--- src/rtl/usb_event_pkg.sv ---
package usb_event_pkg;

   // ******************************************************
   // Timing
   // ******************************************************
   localparam int unsigned CLK_FREQ_MHZ = 125;
   localparam real RESUME_TIME_US = 2.5;
   localparam real RESET_TIME_US = 2.5;
   localparam int unsigned IDLE_TIME_MS = 3;
   localparam int unsigned RESUME_CYCLES = int'($ceil(RESUME_TIME_US * CLK_FREQ_MHZ));
   localparam int unsigned RESET_CYCLES = int'($ceil(RESET_TIME_US * CLK_FREQ_MHZ));
   localparam int unsigned IDLE_CYCLES = IDLE_TIME_MS * 1000 * CLK_FREQ_MHZ;
   localparam int unsigned CNT_W = 20;

   // ******************************************************
   // Register map (byte offsets, decoded on haddr[7:0])
   // ******************************************************
   localparam int unsigned OFS_W = 8;
   localparam logic [OFS_W-1:0] OFS_FLAGS = 8'h00;
   localparam logic [OFS_W-1:0] OFS_ERR_ENABLE = 8'h04;
   localparam logic [OFS_W-1:0] OFS_ERR_STATUS = 8'h08;
   localparam logic [OFS_W-1:0] OFS_INT_ENABLE = 8'h0C;
   localparam logic [OFS_W-1:0] OFS_INT_CLEAR = 8'h10;
   localparam logic [OFS_W-1:0] OFS_XFER_STATUS = 8'h14;

   // ******************************************************
   // Flag layout
   // ******************************************************
   localparam int unsigned FLAG_W = 8;
   localparam int unsigned BIT_STALL = 7;
   localparam int unsigned BIT_RESUME = 5;
   localparam int unsigned BIT_IDLE = 4;
   localparam int unsigned BIT_TOKEN = 3;
   localparam int unsigned BIT_SOF = 2;
   localparam int unsigned BIT_ERR = 1;
   localparam int unsigned BIT_RESET = 0;
   localparam logic [FLAG_W-1:0] FLAG_W1C_MASK = 8'hBD;
   localparam logic [FLAG_W-1:0] FLAG_RESET = 8'h00;
   localparam int unsigned ERR_W = 8;
   localparam logic [ERR_W-1:0] ERR_RESET = 8'h00;
   localparam int unsigned STAT_W = 8;
   localparam int unsigned XFER_COUNT_LSB = 8;
   localparam int unsigned HTRANS_ACTIVE_BIT = 1;

   typedef enum {BUS_IDLE, BUS_WRITE, BUS_READ_WAIT, BUS_READ_OUT} bus_state_e;

   typedef struct packed {
      logic stall_sent;
      logic token_done;
      logic [STAT_W-1:0] token_status;
      logic sof_rx;
      logic [ERR_W-1:0] error_event;
   } usb_events_s;

endpackage

--- src/rtl/usb_device_event_flags.sv ---
// Chosen here: the address map and register access over AHB-Lite.
module usb_device_event_flags
   import usb_event_pkg::*;
#(
   parameter int unsigned IDLE_COUNT = IDLE_CYCLES,
   parameter int unsigned QUEUE_DEPTH = 4
) (
   // Clock and reset
   input wire logic hclk,
   input wire logic hresetn,
   // AHB-Lite slave
   input wire logic hsel,
   input wire logic [31:0] haddr,
   input wire logic [1:0] htrans,
   input wire logic hwrite,
   input wire logic [2:0] hsize,
   input wire logic [31:0] hwdata,
   input wire logic hready,
   output logic hreadyout,
   output logic hresp,
   output logic [31:0] hrdata,
   // USB line state
   input wire logic usb_dp,
   input wire logic usb_dm,
   input wire logic low_speed,
   // Protocol engine events
   input wire usb_events_s usb_events,
   // Interrupt
   output logic irq
);

   localparam int unsigned PTR_W = (QUEUE_DEPTH > 1) ? $clog2(QUEUE_DEPTH) : 1;
   localparam int unsigned QCNT_W = $clog2(QUEUE_DEPTH + 1);
   localparam logic [QCNT_W-1:0] QUEUE_FULL = QCNT_W'(QUEUE_DEPTH);
   localparam logic [QCNT_W-1:0] QCNT_ONE = QCNT_W'(1);
   localparam logic [CNT_W-1:0] RESUME_TARGET = CNT_W'(RESUME_CYCLES);
   localparam logic [CNT_W-1:0] RESET_TARGET = CNT_W'(RESET_CYCLES);
   localparam logic [CNT_W-1:0] IDLE_TARGET = CNT_W'(IDLE_COUNT);

   // ******************************************************
   // Functions
   // ******************************************************
   // Saturating hold counter: a condition that stays true counts once
   function automatic logic [CNT_W-1:0] hold_count(input logic cond,
                                                   input logic [CNT_W-1:0] cnt,
                                                   input logic [CNT_W-1:0] target);
      logic [CNT_W-1:0] res;
      res = '0;
      if (cond && cnt != target) begin
         res = cnt + 1'b1;
      end else if (cond) begin
         res = cnt;
      end
      return res;
   endfunction

   // One pulse on the cycle that completes the required hold time
   function automatic logic hold_done(input logic cond,
                                      input logic [CNT_W-1:0] cnt,
                                      input logic [CNT_W-1:0] target);
      return cond && (cnt == target - 1'b1);
   endfunction

   function automatic logic [PTR_W-1:0] next_ptr(input logic [PTR_W-1:0] ptr);
      logic [PTR_W-1:0] res;
      res = ptr + 1'b1;
      if (ptr == PTR_W'(QUEUE_DEPTH - 1)) begin
         res = '0;
      end
      return res;
   endfunction

   // ******************************************************
   // Bus slave
   // ******************************************************
   bus_state_e state_reg;
   logic [OFS_W-1:0] addr_reg;
   logic addr_phase;
   logic wr_en;
   logic [31:0] read_value;

   assign addr_phase = hsel && htrans[HTRANS_ACTIVE_BIT] && hready;
   assign wr_en = (state_reg == BUS_WRITE);
   // Reads take one wait state so that a write just before is always visible
   assign hreadyout = (state_reg != BUS_READ_WAIT);
   assign hresp = 1'b0;

   always_ff @(posedge hclk or negedge hresetn) begin
      if (!hresetn) begin
         state_reg <= BUS_IDLE;
         addr_reg <= '0;
      end else begin
         case (state_reg)
            BUS_READ_WAIT: begin
               state_reg <= BUS_READ_OUT;
            end
            default: begin
               if (addr_phase) begin
                  state_reg <= hwrite ? BUS_WRITE : BUS_READ_WAIT;
                  addr_reg <= haddr[OFS_W-1:0];
               end else begin
                  state_reg <= BUS_IDLE;
               end
            end
         endcase
      end
   end

   // Read data registered so hrdata stands steady through the data phase
   always_ff @(posedge hclk or negedge hresetn) begin
      if (!hresetn) begin
         hrdata <= '0;
      end else if (state_reg == BUS_READ_WAIT) begin
         hrdata <= read_value;
      end
   end

   // ******************************************************
   // Line state detectors
   // ******************************************************
   logic k_state;
   logic j_state;
   logic se0;
   logic [CNT_W-1:0] resume_cnt_reg;
   logic [CNT_W-1:0] reset_cnt_reg;
   logic [CNT_W-1:0] idle_cnt_reg;
   logic resume_evt;
   logic reset_evt;
   logic idle_evt;

   assign k_state = low_speed ? (usb_dp && !usb_dm) : (!usb_dp && usb_dm);
   assign j_state = low_speed ? (!usb_dp && usb_dm) : (usb_dp && !usb_dm);
   assign se0 = !usb_dp && !usb_dm;

   assign resume_evt = hold_done(k_state, resume_cnt_reg, RESUME_TARGET);
   assign idle_evt = hold_done(j_state, idle_cnt_reg, IDLE_TARGET);
   assign reset_evt = hold_done(se0, reset_cnt_reg, RESET_TARGET);

   always_ff @(posedge hclk or negedge hresetn) begin
      if (!hresetn) begin
         resume_cnt_reg <= '0;
      end else begin
         resume_cnt_reg <= hold_count(k_state, resume_cnt_reg, RESUME_TARGET);
      end
   end

   always_ff @(posedge hclk or negedge hresetn) begin
      if (!hresetn) begin
         idle_cnt_reg <= '0;
      end else begin
         idle_cnt_reg <= hold_count(j_state, idle_cnt_reg, IDLE_TARGET);
      end
   end

   // Counter saturates while SE0 lasts, so a reset fires one set only
   always_ff @(posedge hclk or negedge hresetn) begin
      if (!hresetn) begin
         reset_cnt_reg <= '0;
      end else begin
         reset_cnt_reg <= hold_count(se0, reset_cnt_reg, RESET_TARGET);
      end
   end

   // ******************************************************
   // Error status and summary
   // ******************************************************
   logic [ERR_W-1:0] err_status_reg;
   logic [ERR_W-1:0] err_enable_reg;
   logic [ERR_W-1:0] err_clr;
   logic err_summary;

   assign err_clr = (wr_en && addr_reg == OFS_ERR_STATUS) ? hwdata[ERR_W-1:0] : '0;
   assign err_summary = |(err_status_reg & err_enable_reg);

   always_ff @(posedge hclk or negedge hresetn) begin
      if (!hresetn) begin
         err_status_reg <= ERR_RESET;
      end else begin
         err_status_reg <= (err_status_reg & ~err_clr) | usb_events.error_event;
      end
   end

   always_ff @(posedge hclk or negedge hresetn) begin
      if (!hresetn) begin
         err_enable_reg <= ERR_RESET;
      end else if (wr_en && addr_reg == OFS_ERR_ENABLE) begin
         err_enable_reg <= hwdata[ERR_W-1:0];
      end
   end

   // ******************************************************
   // Transfer status queue
   // ******************************************************
   logic [STAT_W-1:0] queue_mem [QUEUE_DEPTH];
   logic [PTR_W-1:0] wr_ptr_reg;
   logic [PTR_W-1:0] rd_ptr_reg;
   logic [QCNT_W-1:0] qcount_reg;
   logic [STAT_W-1:0] queue_head;
   logic push;
   logic pop;
   logic [FLAG_W-1:0] flags_reg;
   logic [FLAG_W-1:0] flag_clr;

   // A completed token with the queue full and no pop in that cycle is dropped; its flag still sets
   assign pop = flag_clr[BIT_TOKEN] && flags_reg[BIT_TOKEN] && qcount_reg != '0;
   assign push = usb_events.token_done && (qcount_reg != QUEUE_FULL || pop);
   assign queue_head = (qcount_reg != '0) ? queue_mem[rd_ptr_reg] : '0;

   always_ff @(posedge hclk) begin
      if (push) begin
         queue_mem[wr_ptr_reg] <= usb_events.token_status;
      end
   end

   always_ff @(posedge hclk or negedge hresetn) begin
      if (!hresetn) begin
         wr_ptr_reg <= '0;
         rd_ptr_reg <= '0;
         qcount_reg <= '0;
      end else begin
         if (push) begin
            wr_ptr_reg <= next_ptr(wr_ptr_reg);
         end
         if (pop) begin
            rd_ptr_reg <= next_ptr(rd_ptr_reg);
         end
         if (push && !pop) begin
            qcount_reg <= qcount_reg + 1'b1;
         end else if (pop && !push) begin
            qcount_reg <= qcount_reg - 1'b1;
         end
      end
   end

   // ******************************************************
   // Event flags
   // ******************************************************
   logic [FLAG_W-1:0] flag_set;
   logic [FLAG_W-1:0] flags_view;
   logic [FLAG_W-1:0] int_enable_reg;
   logic token_set;

   // Word write of ones clears; a read-modify-write returns all set bits as ones
   assign flag_clr = (wr_en && (addr_reg == OFS_FLAGS || addr_reg == OFS_INT_CLEAR))
                     ? (hwdata[FLAG_W-1:0] & FLAG_W1C_MASK) : '0;
   // Re-raise token-done while further entries wait behind the one popped
   assign token_set = usb_events.token_done || (pop && qcount_reg > QCNT_ONE);

   always_comb begin
      flag_set = '0;
      flag_set[BIT_STALL] = usb_events.stall_sent;
      flag_set[BIT_RESUME] = resume_evt;
      flag_set[BIT_IDLE] = idle_evt;
      flag_set[BIT_TOKEN] = token_set;
      flag_set[BIT_SOF] = usb_events.sof_rx;
      flag_set[BIT_RESET] = reset_evt;
   end

   always_ff @(posedge hclk or negedge hresetn) begin
      if (!hresetn) begin
         flags_reg <= FLAG_RESET;
      end else begin
         flags_reg <= ((flags_reg & ~flag_clr) | flag_set) & FLAG_W1C_MASK;
      end
   end

   always_comb begin
      flags_view = flags_reg;
      flags_view[BIT_ERR] = err_summary;
   end

   always_ff @(posedge hclk or negedge hresetn) begin
      if (!hresetn) begin
         int_enable_reg <= FLAG_RESET;
      end else if (wr_en && addr_reg == OFS_INT_ENABLE) begin
         int_enable_reg <= hwdata[FLAG_W-1:0] & (FLAG_W1C_MASK | FLAG_W'(1 << BIT_ERR));
      end
   end

   // Level output: stays high until software clears the flag or its enable
   assign irq = |(flags_view & int_enable_reg);

   // ******************************************************
   // Read mux
   // ******************************************************
   // Unmapped offsets and the write-only clear register read as zero
   always_comb begin
      read_value = '0;
      case (addr_reg)
         OFS_FLAGS: read_value[FLAG_W-1:0] = flags_view;
         OFS_ERR_ENABLE: read_value[ERR_W-1:0] = err_enable_reg;
         OFS_ERR_STATUS: read_value[ERR_W-1:0] = err_status_reg;
         OFS_INT_ENABLE: read_value[FLAG_W-1:0] = int_enable_reg;
         OFS_XFER_STATUS: begin
            read_value[STAT_W-1:0] = queue_head;
            read_value[XFER_COUNT_LSB +: QCNT_W] = qcount_reg;
         end
         default: read_value = '0;
      endcase
   end

endmodule

--- config.mk ---
export PLATFORM = sky130hd
export DESIGN_NAME = usb_device_event_flags
export DESIGN_NICKNAME = d
export VERILOG_FILES = /design/src/rtl/usb_event_pkg.sv /design/src/rtl/usb_device_event_flags.sv
export SDC_FILE = /design/constraint.sdc
export NUM_CORES = 1
export LEC_CHECK = 0
export BUFFER_PORTS_ARGS = -buffer_cell sky130_fd_sc_hd__buf_4
export CORE_MARGIN = 2
export CORE_UTILIZATION = 63
export CTS_BUF_LIST = sky130_fd_sc_hd__clkbuf_4
export DETAILED_ROUTE_END_ITERATION = 10
export PLACE_DENSITY_LB_ADDON = 0.15
export SLEW_MARGIN = 20
export SYNTH_ARGS = -nofsm -noshare
export SYNTH_HDL_FRONTEND = slang
export SYNTH_SLANG_ARGS = --single-unit
--- constraint.sdc ---
create_clock -name hclk -period 5.3 [get_ports hclk]
set_clock_uncertainty 0.05 [all_clocks]
set_input_delay 0.265 -clock hclk [delete_from_list [all_inputs] [get_ports hclk]]
set_output_delay 0.265 -clock hclk [all_outputs]
set_load 0.02 [all_outputs]
# ---- After elaboration in Yosys (flattened, before gate mapping)
# Memory sizes are Yosys's and may differ from the RTL's.
# Index checks and enable logic that the tools add are counted.
dict set report totals {
  mem_count 1
  ramBits 32
  out_inout_bits 35
  inputBits 96
  regBits 147
}
dict set report op_classes {
  muxes 22
  bitwise 9
  n_addsub 7
  n_eq_ne 21
  magnitude_cmp 1
  n_reduce_logical 34
}
# name depth width read_ports rd_ports_with_merged_regs wr line
set mem_list {}
lappend mem_list {queue_mem 4 8 1 0 1 usb_device_event_flags.sv:194} ;# logic [STAT_W-1:0] queue_mem [QUEUE_DEPTH];
# operator n
set op_table {}
lappend op_table {{two-way mux 20 bit} 6}
lappend op_table {{== test 32 x 2 -> 1 bit (second input constant)} 2}
lappend op_table {{adder 20 x 1 -> 20 bit (second input constant)} 3}
lappend op_table {{== test 20 x 9 -> 1 bit (second input constant)} 2}
lappend op_table {{inequality test 20 x 9 -> 1 bit (second input constant)} 2}
lappend op_table {{one-hot mux 8 bit (5 select lines)} 1}
lappend op_table {{AND 8 bit} 4}
lappend op_table {{== test 32 x 3 -> 1 bit (second input constant)} 1}
lappend op_table {{two-way mux 32 bit} 1}
lappend op_table {{inequality test 32 x 3 -> 1 bit (second input constant)} 1}
lappend op_table {{two-way mux 8 bit} 3}
lappend op_table {{logical AND 1 bit} 21}
lappend op_table {{== test 20 x 19 -> 1 bit (second input constant)} 1}
lappend op_table {{inequality test 20 x 19 -> 1 bit (second input constant)} 1}
lappend op_table {{== test 8 x 4 -> 1 bit (second input constant)} 2}
lappend op_table {{== test 8 x 5 -> 1 bit (second input constant)} 2}
lappend op_table {{NOT 8 bit} 2}
lappend op_table {{OR 8 bit} 2}
lappend op_table {{OR reduction 8 bit} 2}
lappend op_table {{two-way mux 3 bit} 3}
lappend op_table {{== test 8 x 3 -> 1 bit (second input constant)} 1}
lappend op_table {{logical NOT 8 bit} 1}
lappend op_table {{two-way mux 2 bit} 4}
lappend op_table {{inequality test 2 x 1 -> 1 bit (second input constant)} 3}
lappend op_table {{other kinds (13)} 23}

# ---- Depth between registers and ports, before layout
# Gate-level depths: netlist of the first run.
dict set report depth {
  depth_word 12
  depth_mapped 8
}

# ---- Least setup slack after synthesis of the first run
# OpenSTA, ideal clock, no wires.
dict set report synth_timing {
  path_type {register -> register}
  startpoint {register addr_reg[1]}
  endpoint {register qcount_reg[2]}
  setup_time_ps 125
  setup_slack_ps 3176
  arrival_time_ps 1949
  t_required_ps 5125
  path_stages_with_launch 9
  n_path_buf 1
  path_cell_list {dfrtp_1 nor4_1 and4b_1 buf_2 a41o_2 ha_1 mux2i_1 nor2_1 xor2_1}
}
dict set report synth_via {
  elab_chain_len 11
  word_cells_on_any_way 15
  classes_between {eq/ne: 1; mux: 2; reduce/logical: 12}
}
# item line
set synth_rtl {}
lappend synth_rtl {{start: declaration} usb_device_event_flags.sv:77} ;# logic [OFS_W-1:0] addr_reg;
lappend synth_rtl {{start signal: assignment} usb_device_event_flags.sv:100} ;# addr_reg <= haddr[OFS_W-1:0];
lappend synth_rtl {{== test 8 x 5 -> 1 bit / logical NOT 8 bit (equally long branches)} usb_device_event_flags.sv:244} ;# assign flag_clr = (wr_en && (addr_reg == OFS_FLAGS || addr_reg == OFS_INT_CLEAR))
lappend synth_rtl {{logical OR 1 bit (*)} usb_device_event_flags.sv:244}
lappend synth_rtl {{logical AND 1 bit (*)} usb_device_event_flags.sv:244}
lappend synth_rtl {{two-way mux 8 bit (*)} usb_device_event_flags.sv:245} ;# ? (hwdata[FLAG_W-1:0] & FLAG_W1C_MASK) : '0;
lappend synth_rtl {{logical AND 1 bit (*) (2 in a row)} usb_device_event_flags.sv:205} ;# assign pop = flag_clr[BIT_TOKEN] && flags_reg[BIT_TOKEN] && qcount_reg != '0;
lappend synth_rtl {{logical OR 1 bit (*)} usb_device_event_flags.sv:206} ;# assign push = usb_events.token_done && (qcount_reg != QUEUE_FULL || pop);
lappend synth_rtl {{logical AND 1 bit (*)} usb_device_event_flags.sv:206}
lappend synth_rtl {{net push} usb_device_event_flags.sv:199} ;# logic push;
lappend synth_rtl {{logical NOT 1 bit} usb_device_event_flags.sv:229} ;# end else if (pop && !push) begin
lappend synth_rtl {{logical AND 1 bit} usb_device_event_flags.sv:229}
lappend synth_rtl {{nonzero test 2 bit (no source line)} --}
lappend synth_rtl {{end signal: assignment} usb_device_event_flags.sv:228} ;# qcount_reg <= qcount_reg + 1'b1;
lappend synth_rtl {{end signal: assignment} usb_device_event_flags.sv:230} ;# qcount_reg <= qcount_reg - 1'b1;
lappend synth_rtl {{end: declaration} usb_device_event_flags.sv:197} ;# logic [QCNT_W-1:0] qcount_reg;
# Mark *: on every way through the listed nets, which the timed path passes. The rest lies on a longest branch.
# A chain may end at the register's enable or synchronous reset.

# ---- Final worst setup path of the first run
dict set report layout_timing {
  startpoint {register addr_reg[1]}
  endpoint {memory queue_mem[2][2], enable pin}
}
dict set report layout_via {
  elab_chain_len 10
  word_cells_on_any_way 11
  classes_between {eq/ne: 1; mux: 3; reduce/logical: 7}
}
# item line
set layout_rtl {}
lappend layout_rtl {{== test 8 x 5 -> 1 bit / logical NOT 8 bit (equally long branches)} usb_device_event_flags.sv:244}
lappend layout_rtl {{logical OR 1 bit (*)} usb_device_event_flags.sv:244}
lappend layout_rtl {{logical AND 1 bit (*)} usb_device_event_flags.sv:244}
lappend layout_rtl {{two-way mux 8 bit (*)} usb_device_event_flags.sv:245}
lappend layout_rtl {{logical AND 1 bit (*) (2 in a row)} usb_device_event_flags.sv:205}
lappend layout_rtl {{logical OR 1 bit (*)} usb_device_event_flags.sv:206}
lappend layout_rtl {{logical AND 1 bit (*)} usb_device_event_flags.sv:206}
lappend layout_rtl {{net push} usb_device_event_flags.sv:199}
lappend layout_rtl {{two-way mux 1 bit (*)} usb_device_event_flags.sv:210} ;# if (push) begin
lappend layout_rtl {{two-way mux 1 bit (implied by the code) (*)} usb_device_event_flags.sv:211} ;# queue_mem[wr_ptr_reg] <= usb_events.token_status;
lappend layout_rtl {{end: declaration} usb_device_event_flags.sv:194}
# Marked as above.

==> impl_metrics.json, run 1 <==
{
  "path_class": "reg -> reg",
  "ioPinCount": 131,
  "hold_violations": 0,
  "design.core.area_um2": 11400,
  "cp-start-kind": "flop",
  "drtPass1Iterations": 5,
  "totalWireLength_um": 16100,
  "outcome": "complete, no violations",
  "required_ns": 5.47,
  "setup_viol": 0,
  "synthArstFlopShare": 0.785,
  "crit_buf_inv": 0,
  "cts_tree": "done",
  "synthTopCellsByArea": "dfrtp_1, edfxtp_1, mux2_2, mux4_2, ha_1",
  "ys_types": 59,
  "seqCellArea_um2": 3890,
  "placed_cell_area_um2": 7840,
  "fin_crit_sh": 0.534,
  "syn_to_final_growth_pct": 16.7,
  "yosysMostFrequentCell": "dfrtp_1",
  "antenna_left": 0,
  "yosys.area_share.xor_xnor": 0.0320,
  "clk_latency_ns": 0.57,
  "dieArea_um2": 12600,
  "grt_pass1_wl_um": 27300,
  "synth_edf_count": 32,
  "fmax_mhz": 353,
  "post-route-drc-count": 0,
  "place_congestion": 0.817,
  "largest_reg_flops": 32,
  "htreeDepth": 4,
  "rsz0062_at_grt": "false",
  "synth_area_um2": 7390,
  "antenna_found_initial": 0,
  "max_stage_delay_ns": 0.62,
  "tightest_slew_ns": 0.808,
  "multi_input_area_um2": 3260,
  "worstPathCellList": "nor4_1 -> and4b_1 -> a41o_2 -> and2_1",
  "hold_path_class": "in -> reg",
  "relSlewSlack": 0.457,
  "crit_fanout": 8,
  "synth_top_area_share": 0.396,
  "synth.largest_area_cell": "dfrtp_1",
  "syn_inst": 652,
  "final_util": 0.756,
  "yosys.area_share.adder": 0.0305,
  "clkTransAtPathRegs_ns": 0.12,
  "crit_slowest_cell": "nor4_1",
  "gr-total-overflow": 0,
  "yosysWarningCount": 0,
  "grt_pass1_vias": 5581,
  "routedWlPerCell_um": 17.6,
  "viasPerCell": 6.01,
  "path_delay_family": "simple AND/OR/NAND/NOR gates",
  "clockBufferDepth": 2,
  "die_y_um": 112,
  "n_antenna_cell": 0,
  "worstPathArrival_ns": 3.00,
  "synthSimpleGateAreaFrac": 0.182,
  "cts_hold_buf": 54,
  "synth_top_family_by_area": "simple AND/OR/NAND/NOR gates",
  "clockRootBuffer": "clkbuf_4",
  "ir_drop_mv": 0.324,
  "finalWorstSetupSlack_ns": 2.47,
  "final_cell_area_um2": 8630,
  "cts_setup_buffers": 0,
  "top_register": "queue_mem",
  "crit_path_end_kind": "flop",
  "period_needed_ns": 2.83,
  "gr-usage-all-layers": 0.274,
  "synthFlopType": "dfrtp_1",
  "synth_compound_area_frac": 0.0960,
  "synth_mux_area_frac": 0.0894,
  "initial_core_util": 0.647,
  "vias": 5519,
  "synth_commonest_cells": "dfrtp_1, nor2_1, nand2_1",
  "port_buffers": 56,
  "grt_max_degree": 62,
  "drv_cap": 0,
  "fin_tns_setup_ns": 0,
  "rows": 39,
  "cts.sinks": 149,
  "syn_area_per_cell_um2": 11.3,
  "synth-seq-cells": 149,
  "dpl.hpwl_um": 10700,
  "place_ws_ns": 2.56,
  "power_density_nw_per_um2": 318,
  "ys_seq_area_frac": 0.526,
  "cts_buffers": 17,
  "p_leak_nw": 3.41,
  "ctsResizeCount": 0,
  "layout-drive-gt1-share": 0.185,
  "die_w_um": 112,
  "first_iter_violations": 520,
  "slew_viol_final": 0,
  "nets": 876,
  "fill_cells": 762
}
-- cell usage in the layout (no fill, tap or decap), types with 14 or more instances in the layout --
| cell type | count |
|---|---|
| xor2_1 | 16 |
| nand3_1 | 21 |
| dfrtp_1 | 117 |
| nand4_1 | 18 |
| ha_1 | 18 |
| clkbuf_4 | 18 |
| mux4_2 | 14 |
| a21oi_1 | 33 |
| edfxtp_1 | 32 |
| mux2_2 | 28 |
| nand2_1 | 43 |
| dlygate4sd3_1 | 54 |
| inv_1 | 20 |
| or3_1 | 18 |
| conb_1 | 22 |
| nor2_1 | 52 |
| o21ai_0 | 25 |
| buf_4 | 58 |
-- worst paths after layout --
check	startpoint	to	slack, ns	depth (start not counted)
max	addr_reg[1]	queue_mem[2][2]	2.47	4
min	usb_dm	flags_reg[0]	0.07	4
max reg2reg	addr_reg[1]	queue_mem[2][2]	2.47	4
min reg2reg	hrdata[10]	hrdata[10]	0.46	2
max in group asynchronous	hresetn	qcount_reg[0]	3.71	3
min in group asynchronous	hresetn	reset_cnt_reg[13]	0.24	2
-- logic make-up (layout without fill, tap and decap cells) --
group,after synthesis,in the layout
compound gates,110,110
xor+xnor,27,27
fa+ha+maj,18,18
buf+inv,63,165
flops,149,149
mux,45,45
other cells,1,22
simple gates,239,239
-- per-layer routing --
| layer | share of wire | GRT usage |
|---|---|---|
| met4 | 0.019 | 0.104 |
| met1 | 0.42 | 0.350 |
| met5 | 0 | 0 |
| met3 | 0.054 | 0.0653 |
| met2 | 0.51 | 0.459 |
-- report_power, final --
group | internal [mW] | switching, mW | leakage (nW) | total [mW]
registers | 1.33 | 0.149 | 1.79 | 1.48
clock network | 0.232 | 0.409 | 0.129 | 0.641
logic | 0.308 | 0.318 | 1.49 | 0.626
-- cell type report --
cell class,instances,area share
sequential,149,0.451
inverter,21,0.00913
clock inverter,14,0.0132
timing repair buffer,112,0.113
clock buffer,18,0.0157
tap,143,0.0207
multi-input combinational,461,0.378
-- per-stage QoR --
stage                     hold WS (ns)  total power, mW  instances
after global placement           0.308             2.05        832
final                           0.0694             2.74        918
after detailed placement         0.317             2.09        832
after global routing            0.0605             2.89        918
after CTS                       0.0284             2.75        918
after floorplan                -0.0806             1.87        673
-- worst min-delay path: stages --
cell	delay, ns
buf_4	0.11
nor2_1	0.10
nand2_1	0.09
o2bb2ai_1	0.07
Note: power is estimated with default switching activity, not from simulation.
==> inputs of run 2 (changes only) <==
CORE_UTILIZATION = 53   (was 63)
clock period = 2.5 ns   (was 5.3 ns; I/O delays follow)
==> run 2 against run 1 <==
- final area increased by 2.7%
- largest power group unchanged
- largest cell class unchanged
- sequential cell count unchanged
- combinational power increased by 130%
- highest routed layer unchanged
- cell count increased by 5.6%
- fmax increased by 21%
- hold slack got worse by 0.018 ns
- register-to-register slack got worse by 2.3 ns
- routed wire length decreased by 1.4%
==> impl_metrics.json, run 2 (same netlist as run 1, synthesis figures left out) <==
{
  "outcome": "complete, no violations",
  "cts.sinks": 149,
  "layout_common_cells": "dfrtp_1, buf_4, dlygate4sd3_1, nor2_1, nand2_1",
  "cp-start-kind": "flop",
  "dpl.hpwl_um": 10900,
  "clockRootBuffer": "clkbuf_4",
  "rsz0062_at_grt": "false",
  "ir_drop_mv": 0.532,
  "layout-drive-gt1-share": 0.198,
  "relSlewSlack": 0.519,
  "worstPathCellList": "nor4_2 -> buf_4 -> and4b_1 -> buf_4 -> nand2_1 -> a21o_1 -> dlygate4sd3_1",
  "viasPerCell": 5.60,
  "hold_path_class": "in -> async",
  "initial_core_util": 0.537,
  "fill_cells": 1066,
  "design.core.area_um2": 13800,
  "dieArea_um2": 14900,
  "period_needed_ns": 2.34,
  "antenna_left": 0,
  "tightest_slew_ns": 0.721,
  "crit_fanout": 5,
  "port_buffers": 56,
  "finalNonFillerCells": 969,
  "cts_buffers": 17,
  "routedWlPerCell_um": 16.4,
  "fin_tns_setup_ns": 0,
  "layout_commonest_cell": "dfrtp_1",
  "holdWs_ns": 0.0511,
  "clk_latency_ns": 0.55,
  "vias": 5428,
  "top_register": "queue_mem",
  "wl_met3_um": 658,
  "grt_pass1_wl_um": 26300,
  "path_class": "reg -> reg",
  "drtPass1Iterations": 5,
  "wl_met2_um": 8110,
  "nets": 889,
  "hold_violations": 0,
  "required_ns": 2.88,
  "place_congestion": 0.803,
  "first_iter_violations": 304,
  "largest_reg_flops": 32,
  "cts_tree": "done",
  "gr-usage-all-layers": 0.228,
  "clkTransAtPathRegs_ns": 0.15,
  "top_layer_used": "met4",
  "rows": 43,
  "syn_to_final_growth_pct": 19.9,
  "crit_slowest_cell": "dlygate4sd3_1",
  "final_util": 0.643,
  "ioPinCount": 131,
  "path_common_cell": "buf_4",
  "post-place-cells": 879,
  "p_leak_nw": 3.51,
  "path_delay_family": "buffers and inverters",
  "gr-total-overflow": 0,
  "setup_viol": 0,
  "antenna_found_initial": 1,
  "post-route-drc-count": 0,
  "htreeDepth": 4,
  "max_stage_delay_ns": 0.55,
  "worstPathArrival_ns": 2.72,
  "total_power_mw": 6.08,
  "drv_cap": 0,
  "power_density_nw_per_um2": 686,
  "grt_pass1_vias": 5515,
  "cts_setup_buffers": 0,
  "die_w_um": 122,
  "crit_buf_inv": 3,
  "clockBufferDepth": 2,
  "grt_max_degree": 46,
  "fin_crit_sh": 0.936,
  "totalWireLength_um": 15900,
  "drt-met1-wl_um": 6910,
  "slew_viol_final": 0,
  "die_y_um": 122,
  "crit_path_end_kind": "flop",
  "fmax_mhz": 427
}
run 2: changes by cell type in the layout (fill, tap and decap cells not counted), sizes merged:
cell         before  now
buf              58   68
inv              20   30
clkinv           10    5
clkinvlp          4    0
dlygate4sd3      54   57
clkbuf           18   17
diode             0    1
run 2: final cells by class:
cell class                      instances  area [um2]  share of cell area
Sequential cell                       149        3890               0.439
Multi-Input combinational cell        461        3260               0.368
Timing Repair Buffer                  125        1090               0.123
Tap cell                              180         225              0.0254
Clock inverter                         15         180              0.0203
Clock buffer                           17         128              0.0144
Inverter                               21        78.8             0.00890
Antenna cell                            1        2.50            0.000282
run 2: where the power goes:
| part | internal, mW | switching (mW) | total [mW] |
|---|---|---|---|
| logic | 0.688 | 0.741 | 1.43 |
| registers | 2.82 | 0.253 | 3.07 |
| clock network | 0.562 | 1.02 | 1.58 |
run 2: stage by stage:
| step | setup slack [ns] | instance area (um2) |
|---|---|---|
| floorplan | 0.376 | 7470 |
| global route | 0.0590 | 8860 |
| CTS | 0.0992 | 8850 |
| global placement | 0.162 | 7970 |
| finish | 0.160 | 8860 |
| detailed placement | 0.126 | 7970 |
run 2: what timing repair did:
action,in CTS,in global routing
endpoints found under the setup margin,0,23
resized for setup,0,1
hold buffers,57,0
hold endpoints to repair,192,0
run 2: worst paths after layout:
kind,from,endpoint,slack [ns],depth (start not counted)
setup / recovery,addr_reg[1],flags_reg[7],0.16,7
hold / removal,hresetn,idle_cnt_reg[11],0.05,2
setup reg to reg,addr_reg[1],flags_reg[7],0.16,7
hold reg to reg,flags_reg[0],flags_reg[0],0.49,1
max in group asynchronous,hresetn,rd_ptr_reg[1],1.69,3
min in group hclk,hready,addr_reg[0],0.17,4
run 2: layer usage:
layer | track usage | vias up
met5 | 0 | -
met4 | 0.0747 | 0
met3 | 0.0538 | 14
met2 | 0.387 | 116
met1 | 0.288 | 2695
li1 | - | 2603
==> inputs of run 3 (changes only) <==
CELL_PAD_IN_SITES_DETAIL_PLACEMENT = 0   (was default)
CELL_PAD_IN_SITES_GLOBAL_PLACEMENT = 2   (was default)
CORE_UTILIZATION = 34   (was 53)
==> run 3 against run 2 <==
- global-route usage fell by 6.5 points
- core utilization shrank 22 points
- cell count grew 10%
- final area increased by 1.4%
- routed wire length rose by 11%
- clock-buffer cell count stayed put
- first-iteration DRC count fell by 38%
- largest power group unchanged
==> impl_metrics.json, run 3 (same netlist as run 1, synthesis figures left out) <==
{
  "crit_fanout": 6,
  "fin_tns_setup_ns": 0,
  "port_buffers": 56,
  "dpl.hpwl_um": 12000,
  "cts_buffers": 17,
  "layout_common_cells": "dfrtp_1, buf_4, dlygate4sd3_1, nor2_1, nand2_1",
  "required_ns": 2.91,
  "largest_reg_flops": 32,
  "rsz0062_at_grt": "false",
  "grt_pass1_wl_um": 28700,
  "nets": 890,
  "power_density_nw_per_um2": 681,
  "vias": 5435,
  "rows": 53,
  "clk_latency_ns": 0.57,
  "clkTransAtPathRegs_ns": 0.17,
  "layout_commonest_cell": "dfrtp_1",
  "drtPass1Iterations": 6,
  "outcome": "complete, no violations",
  "totalWireLength_um": 17600,
  "hold_violations": 0,
  "layout-drive-gt1-share": 0.202,
  "clockBufferDepth": 2,
  "antenna_left": 0,
  "viasPerCell": 5.10,
  "hold_path_class": "in -> async",
  "period_needed_ns": 2.35,
  "htreeDepth": 4,
  "fmax_mhz": 426,
  "top_register": "queue_mem",
  "design.core.area_um2": 21200,
  "dieArea_um2": 22900,
  "cts_tree": "done",
  "first_iter_violations": 190,
  "die_y_um": 151,
  "tightest_slew_ns": 0.857,
  "initial_core_util": 0.349,
  "syn_to_final_growth_pct": 21.5,
  "cp-start-kind": "flop",
  "finalWorstSetupSlack_ns": 0.150,
  "fill_cells": 2072,
  "holdWs_ns": 0.0725,
  "ir_drop_mv": 0.384,
  "path_class": "reg -> reg",
  "total_power_mw": 6.11,
  "fin_crit_sh": 0.940,
  "grt_pass1_vias": 5419,
  "gr-usage-all-layers": 0.162,
  "relSlewSlack": 0.423,
  "die_w_um": 151,
  "final_cell_area_um2": 8980,
  "clockRootBuffer": "clkbuf_4",
  "p_leak_nw": 3.52,
  "drv_cap": 0,
  "slew_viol_final": 0,
  "place_ws_ns": 0.266,
  "ioPinCount": 131,
  "placed_cell_area_um2": 8120,
  "worstPathArrival_ns": 2.76,
  "grt_max_degree": 46,
  "routedWlPerCell_um": 16.5,
  "cts.sinks": 149,
  "gr-total-overflow": 0,
  "place_congestion": 0.806,
  "post-route-drc-count": 0,
  "setup_viol": 0,
  "antenna_found_initial": 1,
  "crit_path_end_kind": "flop"
}
[run 3: timing repair]
action,in CTS,in global routing
buffers inserted,0,0
hold buffers,55,0
gates resized for setup,0,1
setup endpoints to repair,0,1
endpoints found under the hold margin,123,0
[run 3: path summary, 6_finish.rpt]
path	from	to	slack, ns	depth (start not counted)
max	addr_reg[1]	flags_reg[3]	0.15	7
min	hresetn	resume_cnt_reg[15]	0.07	2
max reg2reg	addr_reg[1]	flags_reg[3]	0.15	7
min reg2reg	hrdata[8]	hrdata[8]	0.47	2
max in group asynchronous	hresetn	idle_cnt_reg[5]	1.48	3
min in group hclk	hready	addr_reg[4]	0.19	4
[run 3: metrics by stage]
step | cells | util
CTS | 1064 | 0.424
global placement | 977 | 0.384
global route | 1066 | 0.425
finish | 1066 | 0.425
floorplan | 673 | -
detailed placement | 977 | 0.384
[run 3: final cells by class]
type	count	area, um2	area share
Sequential cell	149	3890	0.433
Multi-Input combinational cell	461	3260	0.363
Timing Repair Buffer	126	1100	0.122
Tap cell	275	344	0.0383
Clock inverter	15	178	0.0198
Clock buffer	17	128	0.0142
Inverter	21	78.8	0.00878
Antenna cell	2	5.00	0.000557
[run 3: where the power goes]
group	internal (mW)	switching (mW)
registers	2.82	0.246
clock network	0.482	1.10
logic	0.704	0.763
[run 3: worst max-delay path, cell delays in order (launching register included)]
cell           delay (ns)
dfrtp_1              0.44
nor4_2               0.28
buf_4                0.17
and4b_1              0.29
buf_4                0.21
nand4b_1             0.10
a21o_1               0.18
dlygate4sd3_1        0.54
[run 3: routing by layer]
| metal | routed length, um | track usage | vias up |
|---|---|---|---|
| li1 | - | - | 2606 |
| met1 | 8410 | 0.222 | 2731 |
| met2 | 8430 | 0.262 | 80 |
| met3 | 446 | 0.0302 | 18 |
| met4 | 290 | 0.0514 | 0 |
| met5 | 0 | 0 | - |
